## src/design/fra_pkg.sv

```systemverilog
package fra_pkg;

  // Flag register layout
  localparam int FLAG_ZERO_BIT = 0;
  localparam int FLAG_CARRY_BIT = 1;
  localparam int FLAG_IEN_BIT = 2;
  localparam int FLAG_EXT_BIT = 3;
  localparam logic [3:0] FLAG_RESET = 4'h0;
  localparam logic [7:0] EXT_RESET = 8'h00;
  localparam logic [3:0] RESULT_RESET = 4'h0;

  // Radix limits
  localparam logic [4:0] RADIX_MIN = 5'h01;
  localparam logic [4:0] RADIX_MAX = 5'h10;

  // Operations issued by the instruction decoder
  typedef enum logic [4:0] {
    FRA_OP_NONE,
    FRA_OP_ADD,
    FRA_OP_ADC,
    FRA_OP_SUB,
    FRA_OP_SBC,
    FRA_OP_CMP,
    FRA_OP_INC,
    FRA_OP_DEC,
    FRA_OP_AND,
    FRA_OP_OR,
    FRA_OP_XOR,
    FRA_OP_BIT,
    FRA_OP_CLR,
    FRA_OP_SET,
    FRA_OP_TST,
    FRA_OP_SLL,
    FRA_OP_SRL,
    FRA_OP_RL,
    FRA_OP_RR,
    FRA_OP_ADC_RADIX,
    FRA_OP_SBC_RADIX,
    FRA_OP_INC_RADIX,
    FRA_OP_DEC_RADIX,
    FRA_OP_IDX_ADD,
    FRA_OP_SP_INCDEC
  } fra_op_t;

  // Flag register operations
  typedef enum logic [2:0] {
    FRA_FOP_NONE,
    FRA_FOP_LOAD_ACC,
    FRA_FOP_LOAD_IMM,
    FRA_FOP_AND_IMM,
    FRA_FOP_OR_IMM,
    FRA_FOP_XOR_IMM,
    FRA_FOP_POP,
    FRA_FOP_RETURN
  } fra_fop_t;

endpackage

```

## src/design/fra_radix_unit.sv

```systemverilog
`timescale 1ns/1ps

// Add/subtract modulo a radix of 1..16, with carry/borrow relative to it
module fra_radix_unit (
  input  wire logic [3:0] opA,        // Destination digit
  input  wire logic [3:0] opB,        // Source digit
  input  wire logic       carryIn,    // Carry or borrow in
  input  wire logic       subtract,   // High for subtract
  input  wire logic [4:0] radix,      // Radix operand, 1..16
  output logic      [3:0] digit,      // Result digit
  output logic            carryOut    // Carry or borrow out
);

  logic [5:0] sum;
  logic [5:0] diff;

  // Out-of-range digits give undefined but harmless results
  always_comb begin
    sum  = {2'h0, opA} + {2'h0, opB} + {5'h00, carryIn};
    diff = {2'h0, opA} - {2'h0, opB} - {5'h00, carryIn};
    if (subtract) begin
      carryOut = diff[5];
      digit    = diff[5] ? 4'((diff + {1'h0, radix}) & 6'h0f)
                         : diff[3:0];
    end else begin
      carryOut = (sum >= {1'h0, radix});
      digit    = carryOut ? 4'(sum - {1'h0, radix}) : sum[3:0];
    end
  end

endmodule

```

## src/design/fra_flag_unit.sv

```systemverilog
`timescale 1ns/1ps

// Flag-register software operations: mask writes and loads
module fra_flag_unit (
  input  wire logic             [3:0] flagsIn,   // Current flags
  input  wire fra_pkg::fra_fop_t      fop,       // Flag operation
  input  wire logic             [3:0] acc,       // Accumulator value
  input  wire logic             [3:0] imm,       // Four-bit immediate
  input  wire logic             [3:0] stackVal,  // Popped or saved flags
  output logic                  [3:0] flagsOut,  // Resulting flags
  output logic                        touched    // Flags written by software
);

  always_comb begin
    touched  = 1'b1;
    case (fop)
      fra_pkg::FRA_FOP_LOAD_ACC: flagsOut = acc;
      fra_pkg::FRA_FOP_LOAD_IMM: flagsOut = imm;
      fra_pkg::FRA_FOP_AND_IMM:  flagsOut = flagsIn & imm;
      fra_pkg::FRA_FOP_OR_IMM:   flagsOut = flagsIn | imm;
      fra_pkg::FRA_FOP_XOR_IMM:  flagsOut = flagsIn ^ imm;
      fra_pkg::FRA_FOP_POP:      flagsOut = stackVal;
      fra_pkg::FRA_FOP_RETURN:   flagsOut = stackVal;
      default: begin
        flagsOut = flagsIn;
        touched  = 1'b0;
      end
    endcase
  end

endmodule

```

## src/design/fra_core.sv

```systemverilog
`timescale 1ns/1ps

// How it works
// - Carry is set on carry out of or borrow into the top bit, else cleared.
// - Add, add with carry, subtract, subtract with carry, compare, inc, dec update carry.
// - Logical operations keep carry, unless their destination is the flag register.
// - Index register adds and stack pointer inc/dec keep carry.
// - Shifts and rotates through carry update carry.
// - Carry decides jump-if-carry and jump-if-no-carry with signed displacement.
// - Maskable interrupts are accepted only while interrupt-enable is set.
// - Accepting any hardware interrupt, non-maskable too, clears interrupt-enable.
// - Non-maskable requests are accepted regardless of interrupt-enable.
// - Software interrupts run always and leave interrupt-enable alone.
// - Reset clears interrupt-enable.
// - Loading the extension register sets extension flag for the next instruction.
// - Flags copy to accumulator, load from accumulator/immediate, and mask ops.
// - Flags push, pop, and restore on return from interrupt.
// - Radix add, subtract, inc, dec produce result modulo radix 1..16.
// - Radix arithmetic sets zero from the result digit.
// - Radix arithmetic sets carry on reaching radix or borrowing below zero.
// - Zero flag follows whether arithmetic, logical or shift result is zero.
// - Extension flag clears at the end of the instruction after it was set.
module fra_core (
  input  wire logic              clk,           // Core clock
  input  wire logic              rst,           // Async reset, active high
  input  wire logic              instrValid,    // One instruction executes this cycle
  input  wire fra_pkg::fra_op_t  aluOp,         // ALU operation
  input  wire fra_pkg::fra_fop_t flagOp,        // Flag register operation
  input  wire logic        [3:0] operandDst,    // Destination operand
  input  wire logic        [3:0] operandSrc,    // Source operand
  input  wire logic        [4:0] radixOperand,  // Radix 1..16
  input  wire logic        [3:0] fourBitImm,    // Immediate for flag ops
  input  wire logic        [3:0] accIn,         // Accumulator for flag load
  input  wire logic        [3:0] stackFlagsIn,  // Flags from stack
  input  wire logic              extLoad,       // Extension register load
  input  wire logic        [7:0] extDataIn,     // Data for extension register
  input  wire logic              jumpIfCarry,   // Conditional jump on carry
  input  wire logic              jumpIfNoCarry, // Conditional jump on no carry
  input  wire logic        [7:0] signedDisp,    // Signed displacement
  input  wire logic              irqReq,        // Maskable request, from core logic
  input  wire logic              nmiReq,        // Non-maskable request pulse
  input  wire logic              swIntTake,     // Software interrupt taken
  output logic             [3:0] resultOut,     // ALU result digit
  output logic             [3:0] flagsOut,      // Flag register
  output logic             [3:0] flagsToAcc,    // Flags for copy to accumulator
  output logic             [3:0] flagsToStack,  // Flags to push or save
  output logic             [7:0] extRegOut,     // Extension register
  output logic                   extActive,     // Extension data applies now
  output logic                   interruptsEnabledState, // Interrupt-enable flag
  output logic                   branchTaken,   // Conditional jump taken
  output logic            [15:0] branchOffset,  // Displacement, extended if active
  output logic                   irqAccept,     // Maskable interrupt accepted
  output logic                   nmiAccept      // Non-maskable interrupt accepted
);

  logic [3:0] flagReg;
  logic [3:0] flagNext;
  logic [7:0] extReg;
  logic [3:0] resultReg;
  logic [3:0] resultNext;
  logic       carryNext;
  logic       carryWrite;
  logic       zeroWrite;
  logic [3:0] zeroDigit;
  logic [3:0] radixDigit;
  logic       radixCarry;
  logic       radixSub;
  logic [3:0] radixSrc;
  logic [3:0] swFlags;
  logic       swTouched;
  logic       takeInt;

  // Shared 4-bit add with carry out
  function automatic logic [4:0] add5(input logic [3:0] a, input logic [3:0] b,
                                      input logic cin);
    add5 = {1'b0, a} + {1'b0, b} + {4'h0, cin};
  endfunction

  // Shared 4-bit subtract with borrow out in bit 4
  function automatic logic [4:0] sub5(input logic [3:0] a, input logic [3:0] b,
                                      input logic bin);
    sub5 = {1'b0, a} - {1'b0, b} - {4'h0, bin};
  endfunction

  // Radix ops: increment/decrement use a source of zero with carry forced
  always_comb begin
    radixSub = (aluOp == fra_pkg::FRA_OP_SBC_RADIX) || (aluOp == fra_pkg::FRA_OP_DEC_RADIX);
    radixSrc = ((aluOp == fra_pkg::FRA_OP_INC_RADIX) ||
                (aluOp == fra_pkg::FRA_OP_DEC_RADIX)) ? 4'h0 : operandSrc;
  end

  fra_radix_unit radixUnit (
    .opA      (operandDst),
    .opB      (radixSrc),
    .carryIn  (((aluOp == fra_pkg::FRA_OP_INC_RADIX) || (aluOp == fra_pkg::FRA_OP_DEC_RADIX))
               ? 1'b1 : flagReg[fra_pkg::FLAG_CARRY_BIT]),
    .subtract (radixSub),
    .radix    (radixOperand),
    .digit    (radixDigit),
    .carryOut (radixCarry)
  );

  fra_flag_unit flagUnit (
    .flagsIn  (flagReg),
    .fop      (flagOp),
    .acc      (accIn),
    .imm      (fourBitImm),
    .stackVal (stackFlagsIn),
    .flagsOut (swFlags),
    .touched  (swTouched)
  );

  // ALU result and which flags it writes
  always_comb begin
    logic [4:0] t;
    logic       cin;
    t          = 5'h00;
    cin        = flagReg[fra_pkg::FLAG_CARRY_BIT];
    resultNext = resultReg;
    carryNext  = flagReg[fra_pkg::FLAG_CARRY_BIT];
    carryWrite = 1'b0;
    zeroWrite  = 1'b0;
    case (aluOp)
      fra_pkg::FRA_OP_ADD, fra_pkg::FRA_OP_ADC, fra_pkg::FRA_OP_INC: begin
        t = add5(operandDst, (aluOp == fra_pkg::FRA_OP_INC) ? 4'h1 : operandSrc,
                 (aluOp == fra_pkg::FRA_OP_ADC) ? cin : 1'b0);
        resultNext = t[3:0];
        carryNext  = t[4];
        carryWrite = 1'b1;
        zeroWrite  = 1'b1;
      end
      fra_pkg::FRA_OP_SUB, fra_pkg::FRA_OP_SBC, fra_pkg::FRA_OP_CMP,
      fra_pkg::FRA_OP_DEC: begin
        t = sub5(operandDst, (aluOp == fra_pkg::FRA_OP_DEC) ? 4'h1 : operandSrc,
                 (aluOp == fra_pkg::FRA_OP_SBC) ? cin : 1'b0);
        // Compare keeps the destination, only flags change
        resultNext = (aluOp == fra_pkg::FRA_OP_CMP) ? operandDst : t[3:0];
        carryNext  = t[4];
        carryWrite = 1'b1;
        zeroWrite  = 1'b1;
      end
      fra_pkg::FRA_OP_AND, fra_pkg::FRA_OP_BIT, fra_pkg::FRA_OP_TST: begin
        t          = {1'b0, operandDst & operandSrc};
        resultNext = (aluOp == fra_pkg::FRA_OP_AND) ? t[3:0] : operandDst;
        zeroWrite  = 1'b1;
      end
      fra_pkg::FRA_OP_OR, fra_pkg::FRA_OP_SET: begin
        t          = {1'b0, operandDst | operandSrc};
        resultNext = t[3:0];
        zeroWrite  = 1'b1;
      end
      fra_pkg::FRA_OP_XOR: begin
        t          = {1'b0, operandDst ^ operandSrc};
        resultNext = t[3:0];
        zeroWrite  = 1'b1;
      end
      fra_pkg::FRA_OP_CLR: begin
        t          = {1'b0, operandDst & ~operandSrc};
        resultNext = t[3:0];
        zeroWrite  = 1'b1;
      end
      fra_pkg::FRA_OP_SLL: begin
        resultNext = {operandDst[2:0], 1'b0};
        carryNext  = operandDst[3];
        carryWrite = 1'b1;
        zeroWrite  = 1'b1;
      end
      fra_pkg::FRA_OP_SRL: begin
        resultNext = {1'b0, operandDst[3:1]};
        carryNext  = operandDst[0];
        carryWrite = 1'b1;
        zeroWrite  = 1'b1;
      end
      fra_pkg::FRA_OP_RL: begin
        resultNext = {operandDst[2:0], cin};
        carryNext  = operandDst[3];
        carryWrite = 1'b1;
        zeroWrite  = 1'b1;
      end
      fra_pkg::FRA_OP_RR: begin
        resultNext = {cin, operandDst[3:1]};
        carryNext  = operandDst[0];
        carryWrite = 1'b1;
        zeroWrite  = 1'b1;
      end
      fra_pkg::FRA_OP_ADC_RADIX, fra_pkg::FRA_OP_SBC_RADIX,
      fra_pkg::FRA_OP_INC_RADIX, fra_pkg::FRA_OP_DEC_RADIX: begin
        resultNext = radixDigit;
        carryNext  = radixCarry;
        carryWrite = 1'b1;
        zeroWrite  = 1'b1;
      end
      // Address arithmetic outside this block; flags stay put
      fra_pkg::FRA_OP_IDX_ADD, fra_pkg::FRA_OP_SP_INCDEC: begin
        carryWrite = 1'b0;
        zeroWrite  = 1'b0;
      end
      default: begin
        carryWrite = 1'b0;
      end
    endcase
    // Compare and bit tests judge zero on a value they do not keep
    zeroDigit = (aluOp inside {fra_pkg::FRA_OP_CMP, fra_pkg::FRA_OP_BIT, fra_pkg::FRA_OP_TST})
                ? t[3:0] : resultNext;
  end

  // Interrupt acceptance; NMI ignores the enable flag
  always_comb begin
    nmiAccept = instrValid && nmiReq;
    irqAccept = instrValid && !nmiReq && irqReq &&
                flagReg[fra_pkg::FLAG_IEN_BIT];
    takeInt   = nmiAccept || irqAccept;
  end

  // Next flag value, in priority order
  always_comb begin
    flagNext = flagReg;
    if (instrValid) begin
      // Extension flag lives for one instruction only
      flagNext[fra_pkg::FLAG_EXT_BIT] = 1'b0;
      if (zeroWrite) begin
        flagNext[fra_pkg::FLAG_ZERO_BIT] = (zeroDigit == 4'h0);
      end
      if (carryWrite) begin
        flagNext[fra_pkg::FLAG_CARRY_BIT] = carryNext;
      end
      if (swTouched) begin
        // Flag-register destination overrides, carry included
        flagNext = swFlags;
      end
      if (extLoad) begin
        flagNext[fra_pkg::FLAG_EXT_BIT] = 1'b1;
      end
      // Software interrupts leave the enable flag alone
      if (takeInt) begin
        flagNext[fra_pkg::FLAG_IEN_BIT] = 1'b0;
      end
    end
  end

  // Flag register, layout fixed by the package
  always_ff @(posedge clk or posedge rst) begin
    if (rst) begin
      flagReg <= fra_pkg::FLAG_RESET;
    end else begin
      flagReg <= flagNext;
    end
  end

  // Extension register holds until rewritten
  always_ff @(posedge clk or posedge rst) begin
    if (rst) begin
      extReg <= fra_pkg::EXT_RESET;
    end else if (instrValid && extLoad) begin
      extReg <= extDataIn;
    end
  end

  // Result register
  always_ff @(posedge clk or posedge rst) begin
    if (rst) begin
      resultReg <= fra_pkg::RESULT_RESET;
    end else if (instrValid) begin
      resultReg <= resultNext;
    end
  end

  // Branch decision; extension data widens the displacement
  always_comb begin
    branchTaken = instrValid &&
                  ((jumpIfCarry && flagReg[fra_pkg::FLAG_CARRY_BIT]) ||
                   (jumpIfNoCarry && !flagReg[fra_pkg::FLAG_CARRY_BIT]));
    branchOffset = flagReg[fra_pkg::FLAG_EXT_BIT] ? {extReg, signedDisp}
                                                  : {{8{signedDisp[7]}}, signedDisp};
  end

  // Outputs
  assign resultOut              = resultReg;
  assign flagsOut               = flagReg;
  assign flagsToAcc             = flagReg;
  assign flagsToStack           = flagReg;
  assign extRegOut              = extReg;
  assign extActive              = flagReg[fra_pkg::FLAG_EXT_BIT];
  assign interruptsEnabledState = flagReg[fra_pkg::FLAG_IEN_BIT];

  // Software interrupt needs no action here; it only keeps the enable flag
  logic swIntSeen;
  always_ff @(posedge clk or posedge rst) begin
    if (rst) begin
      swIntSeen <= 1'b0;
    end else begin
      swIntSeen <= swIntTake;
    end
  end

endmodule

```

## config.mk

```make
export PLATFORM = sky130hd
export DESIGN_NAME = fra_core
export DESIGN_NICKNAME = d
export VERILOG_FILES = /design/src/design/fra_pkg.sv /design/src/design/fra_radix_unit.sv /design/src/design/fra_flag_unit.sv /design/src/design/fra_core.sv
export SDC_FILE = /design/constraint.sdc
export NUM_CORES = 1
export LEC_CHECK = 0
export ABC_CLOCK_PERIOD_IN_PS = 4550
export BUFFER_PORTS_ARGS = -buffer_cell sky130_fd_sc_hd__buf_2
export CORE_MARGIN = 8
export CORE_UTILIZATION = 45
export CTS_CLUSTER_SIZE = 28
export DETAILED_ROUTE_END_ITERATION = 10
export PLACE_DENSITY = 0.79
export SLEW_MARGIN = 40
export SYNTH_ARGS = -nofsm -noshare
export SYNTH_HDL_FRONTEND = slang
export SYNTH_SLANG_ARGS = --single-unit
```

## constraint.sdc

```tcl
create_clock -name clk -period 4.55 [get_ports clk]
set_input_delay 0.2275 -clock clk [delete_from_list [all_inputs] [get_ports clk]]
set_output_delay 0.2275 -clock clk [all_outputs]
set_load 0.05 [all_outputs]
```

Yosys cells after proc, flatten, opt, wreduce, memory -nomap -nowiden
Index checks and enable logic that the tools add are counted.
{ "classes": {"addsub": 10, "multipliers": 0, "div": 0, "order_cmp": 1, "n_eq_ne": 31, "shifts": 0, "n_mux": 26, "n_bitwise": 8, "n_reduce_logical": 36} }
{ "ops": {"columns": ["op", "n"], "rows": [
  ["4-bit one-hot mux with 6 select lines", 2],
  ["4-bit one-hot mux with 11 select lines", 1],
  ["5-bit by 4-bit equality test with 1-bit output, second input constant", 8],
  ["4-bit 2-to-1 mux", 10],
  ["5-bit equality test, second input constant", 7],
  ["22-bit OR reduction", 1],
  ["5-bit by 3-bit equality test with 1-bit output, second input constant", 4],
  ["16-bit 2-to-1 mux", 1],
  ["15-bit OR reduction", 1],
  ["4-bit bitwise AND", 3],
  ["3-bit equality test, second input constant", 4],
  ["1-bit 2-to-1 mux", 11],
  ["4-bit by 4-bit adder with 5-bit output", 2],
  ["5-bit by 2-bit equality test with 1-bit output, second input constant", 2],
  ["4-bit by 4-bit subtractor with 5-bit output", 2],
  ["1-bit logical AND", 8],
  ["8-bit != test, second input constant", 1],
  ["4-bit OR", 2],
  ["2-bit OR reduction", 4],
  ["4-bit OR reduction", 2],
  ["4-bit XOR", 2],
  ["7-bit != test, second input constant", 1],
  ["7-bit nonzero test", 1],
  ["7-bit OR reduction", 1],
  ["22 further kinds", 31]
]} }
{ "word_totals": {"reg_bits": 16, "latch_bits": 0, "ram_bits": 0, "mem_bits_ro": 0, "in_bits": 58, "output_inout_bits": 45, "word_cells": 118, "mem_count": 0} }

Depth between registers and ports, before layout
{ "logic_depth": {"ltp_word": 14, "depth_mapped": 21, "ltp_nobuf": 18} }

Hierarchy
Synthesis repeated with hierarchy kept, for this count alone.
{ "hier_totals": {"cells_unflattened": 469, "area_unflattened_um2": 3618.5} }
{ "by_module_without_submodules": {"columns": ["module", "n_inst", "cells_each", "area_each_um2", "seq_area_each_um2"], "rows": [
  ["fra_core", 1, 312, 2331.0, 400.4],
  ["fra_radix_unit", 1, 103, 874.6, 0.0],
  ["fra_flag_unit", 1, 54, 412.9, 0.0]
]} }

Worst setup path before layout
No wires, ideal clock.
{ "synth_timing": {"path_kind": "in2reg", "start": "input aluOp[0]", "end": "register flagReg[0] (netlist: flagsOut[0])", "setup_ns": 0.104, "arrival_time_ns": 4.212, "t_required_ns": 4.446, "slack_ns": 0.234, "cell_stages": 19, "n_path_buf": 3, "path_cell_list": "buf_2 > buf_2 > buf_1 > xor2_1 > and3_1 > nor2_1 > inv_1 > fa_1 > inv_1 > fa_1 > fa_1 > a21oi_1 > o22ai_1 > nor2_1 > mux2i_1 > o221ai_1 > a211oi_1 > a21oi_1 > o41ai_2"} }
{ "synth_via": {"elab_chain_len": 13, "elab_cells_between_ends": 62, "classes_between": "add/sub (10); order compare (1); eq/ne (22); mux (17); reduce/logical (12)"} }
{ "synth_lines": {"columns": ["element", "line_no", "rtl"], "rows": [
  ["start, declared", "fra_core.sv:27", "input wire fra_pkg::fra_op_t aluOp,"],
  ["5-bit equality test, on equally long branches", null, null],
  ["1-bit logical OR", "fra_core.sv:88, fra_core.sv:95", null],
  ["4-bit 2-to-1 mux", "fra_core.sv:89", "(aluOp == fra_pkg::FRA_OP_DEC_RADIX)) ? 4'h0 : operandSrc;"],
  ["4-bit by 4-bit subtractor with 5-bit output / 4-bit by 4-bit adder with 5-bit output (equally long branches)", "fra_radix_unit.sv:20, fra_radix_unit.sv:19", null],
  ["6-bit by 1-bit subtractor with 6-bit output / 5-bit by 1-bit adder with 6-bit output (equally long branches)", "fra_radix_unit.sv:20, fra_radix_unit.sv:19", null],
  ["4-bit adder (tied with other cells)", "fra_radix_unit.sv:23", "digit = diff[5] ? 4'((diff + {1'h0, radix}) & 6'h0f)"],
  ["4-bit 2-to-1 mux, on equally long branches", "fra_radix_unit.sv:23, fra_radix_unit.sv:27", null],
  ["4-bit 2-to-1 mux", "fra_radix_unit.sv:21", "if (subtract) begin"],
  ["4-bit one-hot mux with 11 select lines", "fra_core.sv:123", "case (aluOp)"],
  ["4-bit 2-to-1 mux", "fra_core.sv:204", "? t[3:0] : resultNext;"],
  ["4-bit logical NOT", "fra_core.sv:222", "flagNext[fra_pkg::FLAG_ZERO_BIT] = (zeroDigit == 4'h0);"],
  ["1-bit 2-to-1 mux", "fra_core.sv:221", "if (zeroWrite) begin"],
  ["4-bit 2-to-1 mux", "fra_core.sv:227", "if (swTouched) begin"],
  ["end signal, assigned", "fra_core.sv:244", "flagReg <= fra_pkg::FLAG_RESET;"],
  ["end signal, assigned", "fra_core.sv:246", "flagReg <= flagNext;"],
  ["end, declared", "fra_core.sv:56", "logic [3:0] flagReg;"]
]} }
Several ways; a longest one is shown, not always the timed one. The select of a mux whose other input is x is not followed.
A chain may end at the register's enable or synchronous reset.

Final worst setup path
{ "layout_timing": {"start": "input aluOp[3]", "end": "register flagReg[0] (netlist: flagsOut[0])"} }
The elaborated chain is that of the path after synthesis.

==> key figures <==
Placement
  • GP Congestion: 0.9501
  • Worst slack, placed: 331.7 ps
  • IO Port Bufs: 87
  • Dpl hpwl: 8036 µm
  • Placed cell areas: 3861 µm²

Cells and area
  • Finished Cell Area: 3908 µm²
  • Area grow syn2layout: 12.34%
  • Most common cell after layout, fill and taps aside: buf_2
  • Layout cell share with drive strength beyond 1: 24.51%
  • Layout net count: 626
  • # diodes: 0
  • Finished Core Util: 51.37%
  • Most frequent cells in the layout: buf_2, inv_1, ha_1

Detailed routing
  • Drt wl/cell: 16.23 µm
  • DRT iter0 DRCs: 327
  • Final ANT Viol Nets: 0
  • First-pass iteration count of the detailed router: 6
  • DR DRC count: 0
  • Vias per std cell: 5.758
  • DRT Wirelength: 9930 µm
  • Via count: 3524

Clock network
  • Clock transition at the registers of the reported paths: 60 ps
  • Worst-case clock buffer depth: 2
  • Hold Buf Count CTS: 0
  • CTS Sinks: 16
  • Clk_lat worst skew: 240 ps
  • Number of buffers created by CTS: 3
  • CTS tree: done
  • Setup Buffers After CTS: 0
  • Clock Tree Root: clkbuf_8
  • Resized Gates After CTS: 0
  • H-tree Lvls: 1

Timing
  • Final Hold Viols: 0
  • Worst-Margin Slew: 711.9 ps
  • F_max: 250.0 MHz
  • Fin crit period: 4001 ps
  • RSZ-0062 raised after global routing: false
  • Clock Skews: 2.189 ps
  • Worst slew margin relative to its limit: 52.45%
  • Max Transition Viols Final: 0
  • TNS Setup: 0 ps
  • Fin crit share: 87.93%
  • WHS: 42.81 ps
  • Final setup fails: 0
  • Setup WS post-layout: 549.4 ps

Global route
  • Met1 Use GR: 21.63%
  • Tot GR Track Use: 17.62%
  • Vias in the first global route: 3440
  • Most crowded layer after global routing: met2
  • Remaining Overflow, GRT: 0
  • First-pass GRT wire length: 16560 µm
  • GRT met3 Usage: 4.089%
  • M2 GR Usage: 29.42%
  • Initial antenna violation count: 0
  • Largest net degree at the start of global routing: 31

Synthesis
  • Gate Count Post-Synth: 451
  • Async SR Flop Fraction: 100.0%
  • Synth Warn #: 0
  • Seq cells post-synth: 16
  • Net Count, Synth: 565
  • Post-synth top flop: dfrtp_1
  • Post-synth EDFFs: 0
  • Sequential area share after synthesis: 11.51%
  • Cell area after synthesis: 3478 µm²
  • Synth unique cells: 65
  • Syn_area_per_cell: 7.712 µm²

Pwr
  • Leak: 1.981 nW
  • Pwr Density: 261.9 nW/µm²
  • Peak VDD IR: 107.9 µV

Floorplanning
  • # rows: 32
  • Chip Height: 103.9 µm
  • Starting Density: 45.72%
  • Ports: 103
  • Die area: 10800 µm²
  • Core area: 7607 µm²
  • Die W: 103.9 µm

Worst setup path
  • R2r setup slk: 870 ps
  • Crit path DAT: 4140 ps
  • Critical Path RT: 4690 ps
  • CP Capture Type: flop
  • CP Class: in -> reg
  • Crit path max fanout: 6
  • R2r worst-path depth: 16
  • R2r endpoint: flagsOut[0]$_DFFE_PP0P_
  • Setup crit start: aluOp[3]
  • CP startpoint kind: primary input
  • Reg2reg start: flagsOut[1]$_DFFE_PP0P_

Worst hold path
  • Hold/Removal Path Class: in -> async

Flow run
  • MaxCap Viol Count: 0

Outcome
  • Status: completed
==> report_power, final <==
part	total (mW)	internal (mW)	switching (mW)
clock	0.0988	0.0584	0.0404
sequential	0.190	0.165	0.0247
combinational	0.734	0.246	0.488
total	1.02	0.470	0.553
==> sequential cells by signal, indices dropped and copies added, names as in the netlist <==
| signal | cells |
|---|---|
| extRegOut | 8 |
| resultOut | 4 |
| flagsOut | 4 |
==> critical path, stage by stage <==
cell and delay [ps]:
buf_2 100, nor2b_1 360, nand3_1 250, nand2_1 150, inv_1 60, fa_1 380, inv_1 80, fa_1 480
fa_1 460, a21oi_1 140, o22ai_1 90, nor2_1 80, buf_4 160, mux2i_1 220, o221ai_1 130, a211oi_1 350
a21oi_1 140, o41ai_2 290
==> worst max path at each step <==
stage	endpoint	slack, ps	cells past startpoint
global route	flagsOut[0]$_DFFE_PP0P_	310	18
floorplan	flagsOut[0]$_DFFE_PP0P_	230	19
finish	flagsOut[0]$_DFFE_PP0P_	550	18
detailed placement	flagsOut[0]$_DFFE_PP0P_	330	18
global placement	flagsOut[0]$_DFFE_PP0P_	460	18
CTS	flagsOut[0]$_DFFE_PP0P_	570	18
==> cells by family (layout without fill, tap and decap cells) <==
logic type / Yosys count / in the layout / synth area share, %
simple gates: 132 / 132 / 19.14
compound gates: 117 / 117 / 23.49
buf+inv: 92 / 151 / 12.63
fa+ha+maj: 56 / 56 / 22.09
xor+xnor: 19 / 19 / 5.000
mux: 19 / 19 / 6.151
flops: 16 / 16 / 11.51
==> synth_stat cells, drive strengths merged, types with 2 or more instances <==
| cell | n | area (µm²) |
|---|---|---|
| fa | 9 | 180.2 |
| xnor2 | 7 | 61.31 |
| a21oi | 38 | 205.2 |
| nor4b | 4 | 41.29 |
| nand2b | 7 | 43.79 |
| o22ai | 5 | 31.28 |
| nor2b | 8 | 50.05 |
| a31oi | 5 | 31.28 |
| nor4 | 2 | 12.51 |
| a21boi | 2 | 15.01 |
| a22oi | 5 | 42.54 |
| a21o | 4 | 30.03 |
| o21a | 3 | 22.52 |
| inv | 53 | 198.9 |
| o211ai | 4 | 30.03 |
| a211oi | 8 | 70.06 |
| o221ai | 5 | 43.79 |
| nor3 | 10 | 55.05 |
| o2111ai | 4 | 35.03 |
| o31ai | 5 | 42.54 |
| ha | 47 | 588.1 |
| xor2 | 12 | 112.6 |
| a32oi | 2 | 17.52 |
| and2 | 2 | 12.51 |
| nor2 | 23 | 86.33 |
| dfrtp | 16 | 400.4 |
| clkbuf | 8 | 30.03 |
| and3 | 6 | 37.54 |
| nand4 | 3 | 18.77 |
| o21bai | 2 | 15.01 |
| nand2 | 44 | 165.2 |
| nor3b | 2 | 15.01 |
| buf | 31 | 210.2 |
| mux2 | 13 | 153.9 |
| mux2i | 6 | 60.06 |
| nand3b | 3 | 22.52 |
| a22o | 2 | 17.52 |
| a221oi | 2 | 23.77 |
| nand3 | 15 | 80.08 |
| o21ai | 15 | 75.07 |
==> cell type report <==
cell class	instances	area, µm²
Fill cell	766	3700
Multi-Input combinational cell	343	2644
Timing Repair Buffer	95	495.5
Sequential cell	16	400.4
Inverter	53	198.9
Tap cell	102	127.6
Clock buffer	3	41.29
==> per-stage QoR <==
step                      instances  total power, mW
after floorplan                 451           0.7673
after global placement          609           0.9000
after detailed placement        609           0.9240
after CTS                       612            1.026
after global routing            612            1.099
final                           612            1.023
==> layer usage <==
layer	wire [µm]	share of wire [%]
met1	4188	42
met2	4628	47
met3	860	8.7
met4	253	2.5
met5	0	0
No activity file was read; power rests on OpenSTA's default activity.
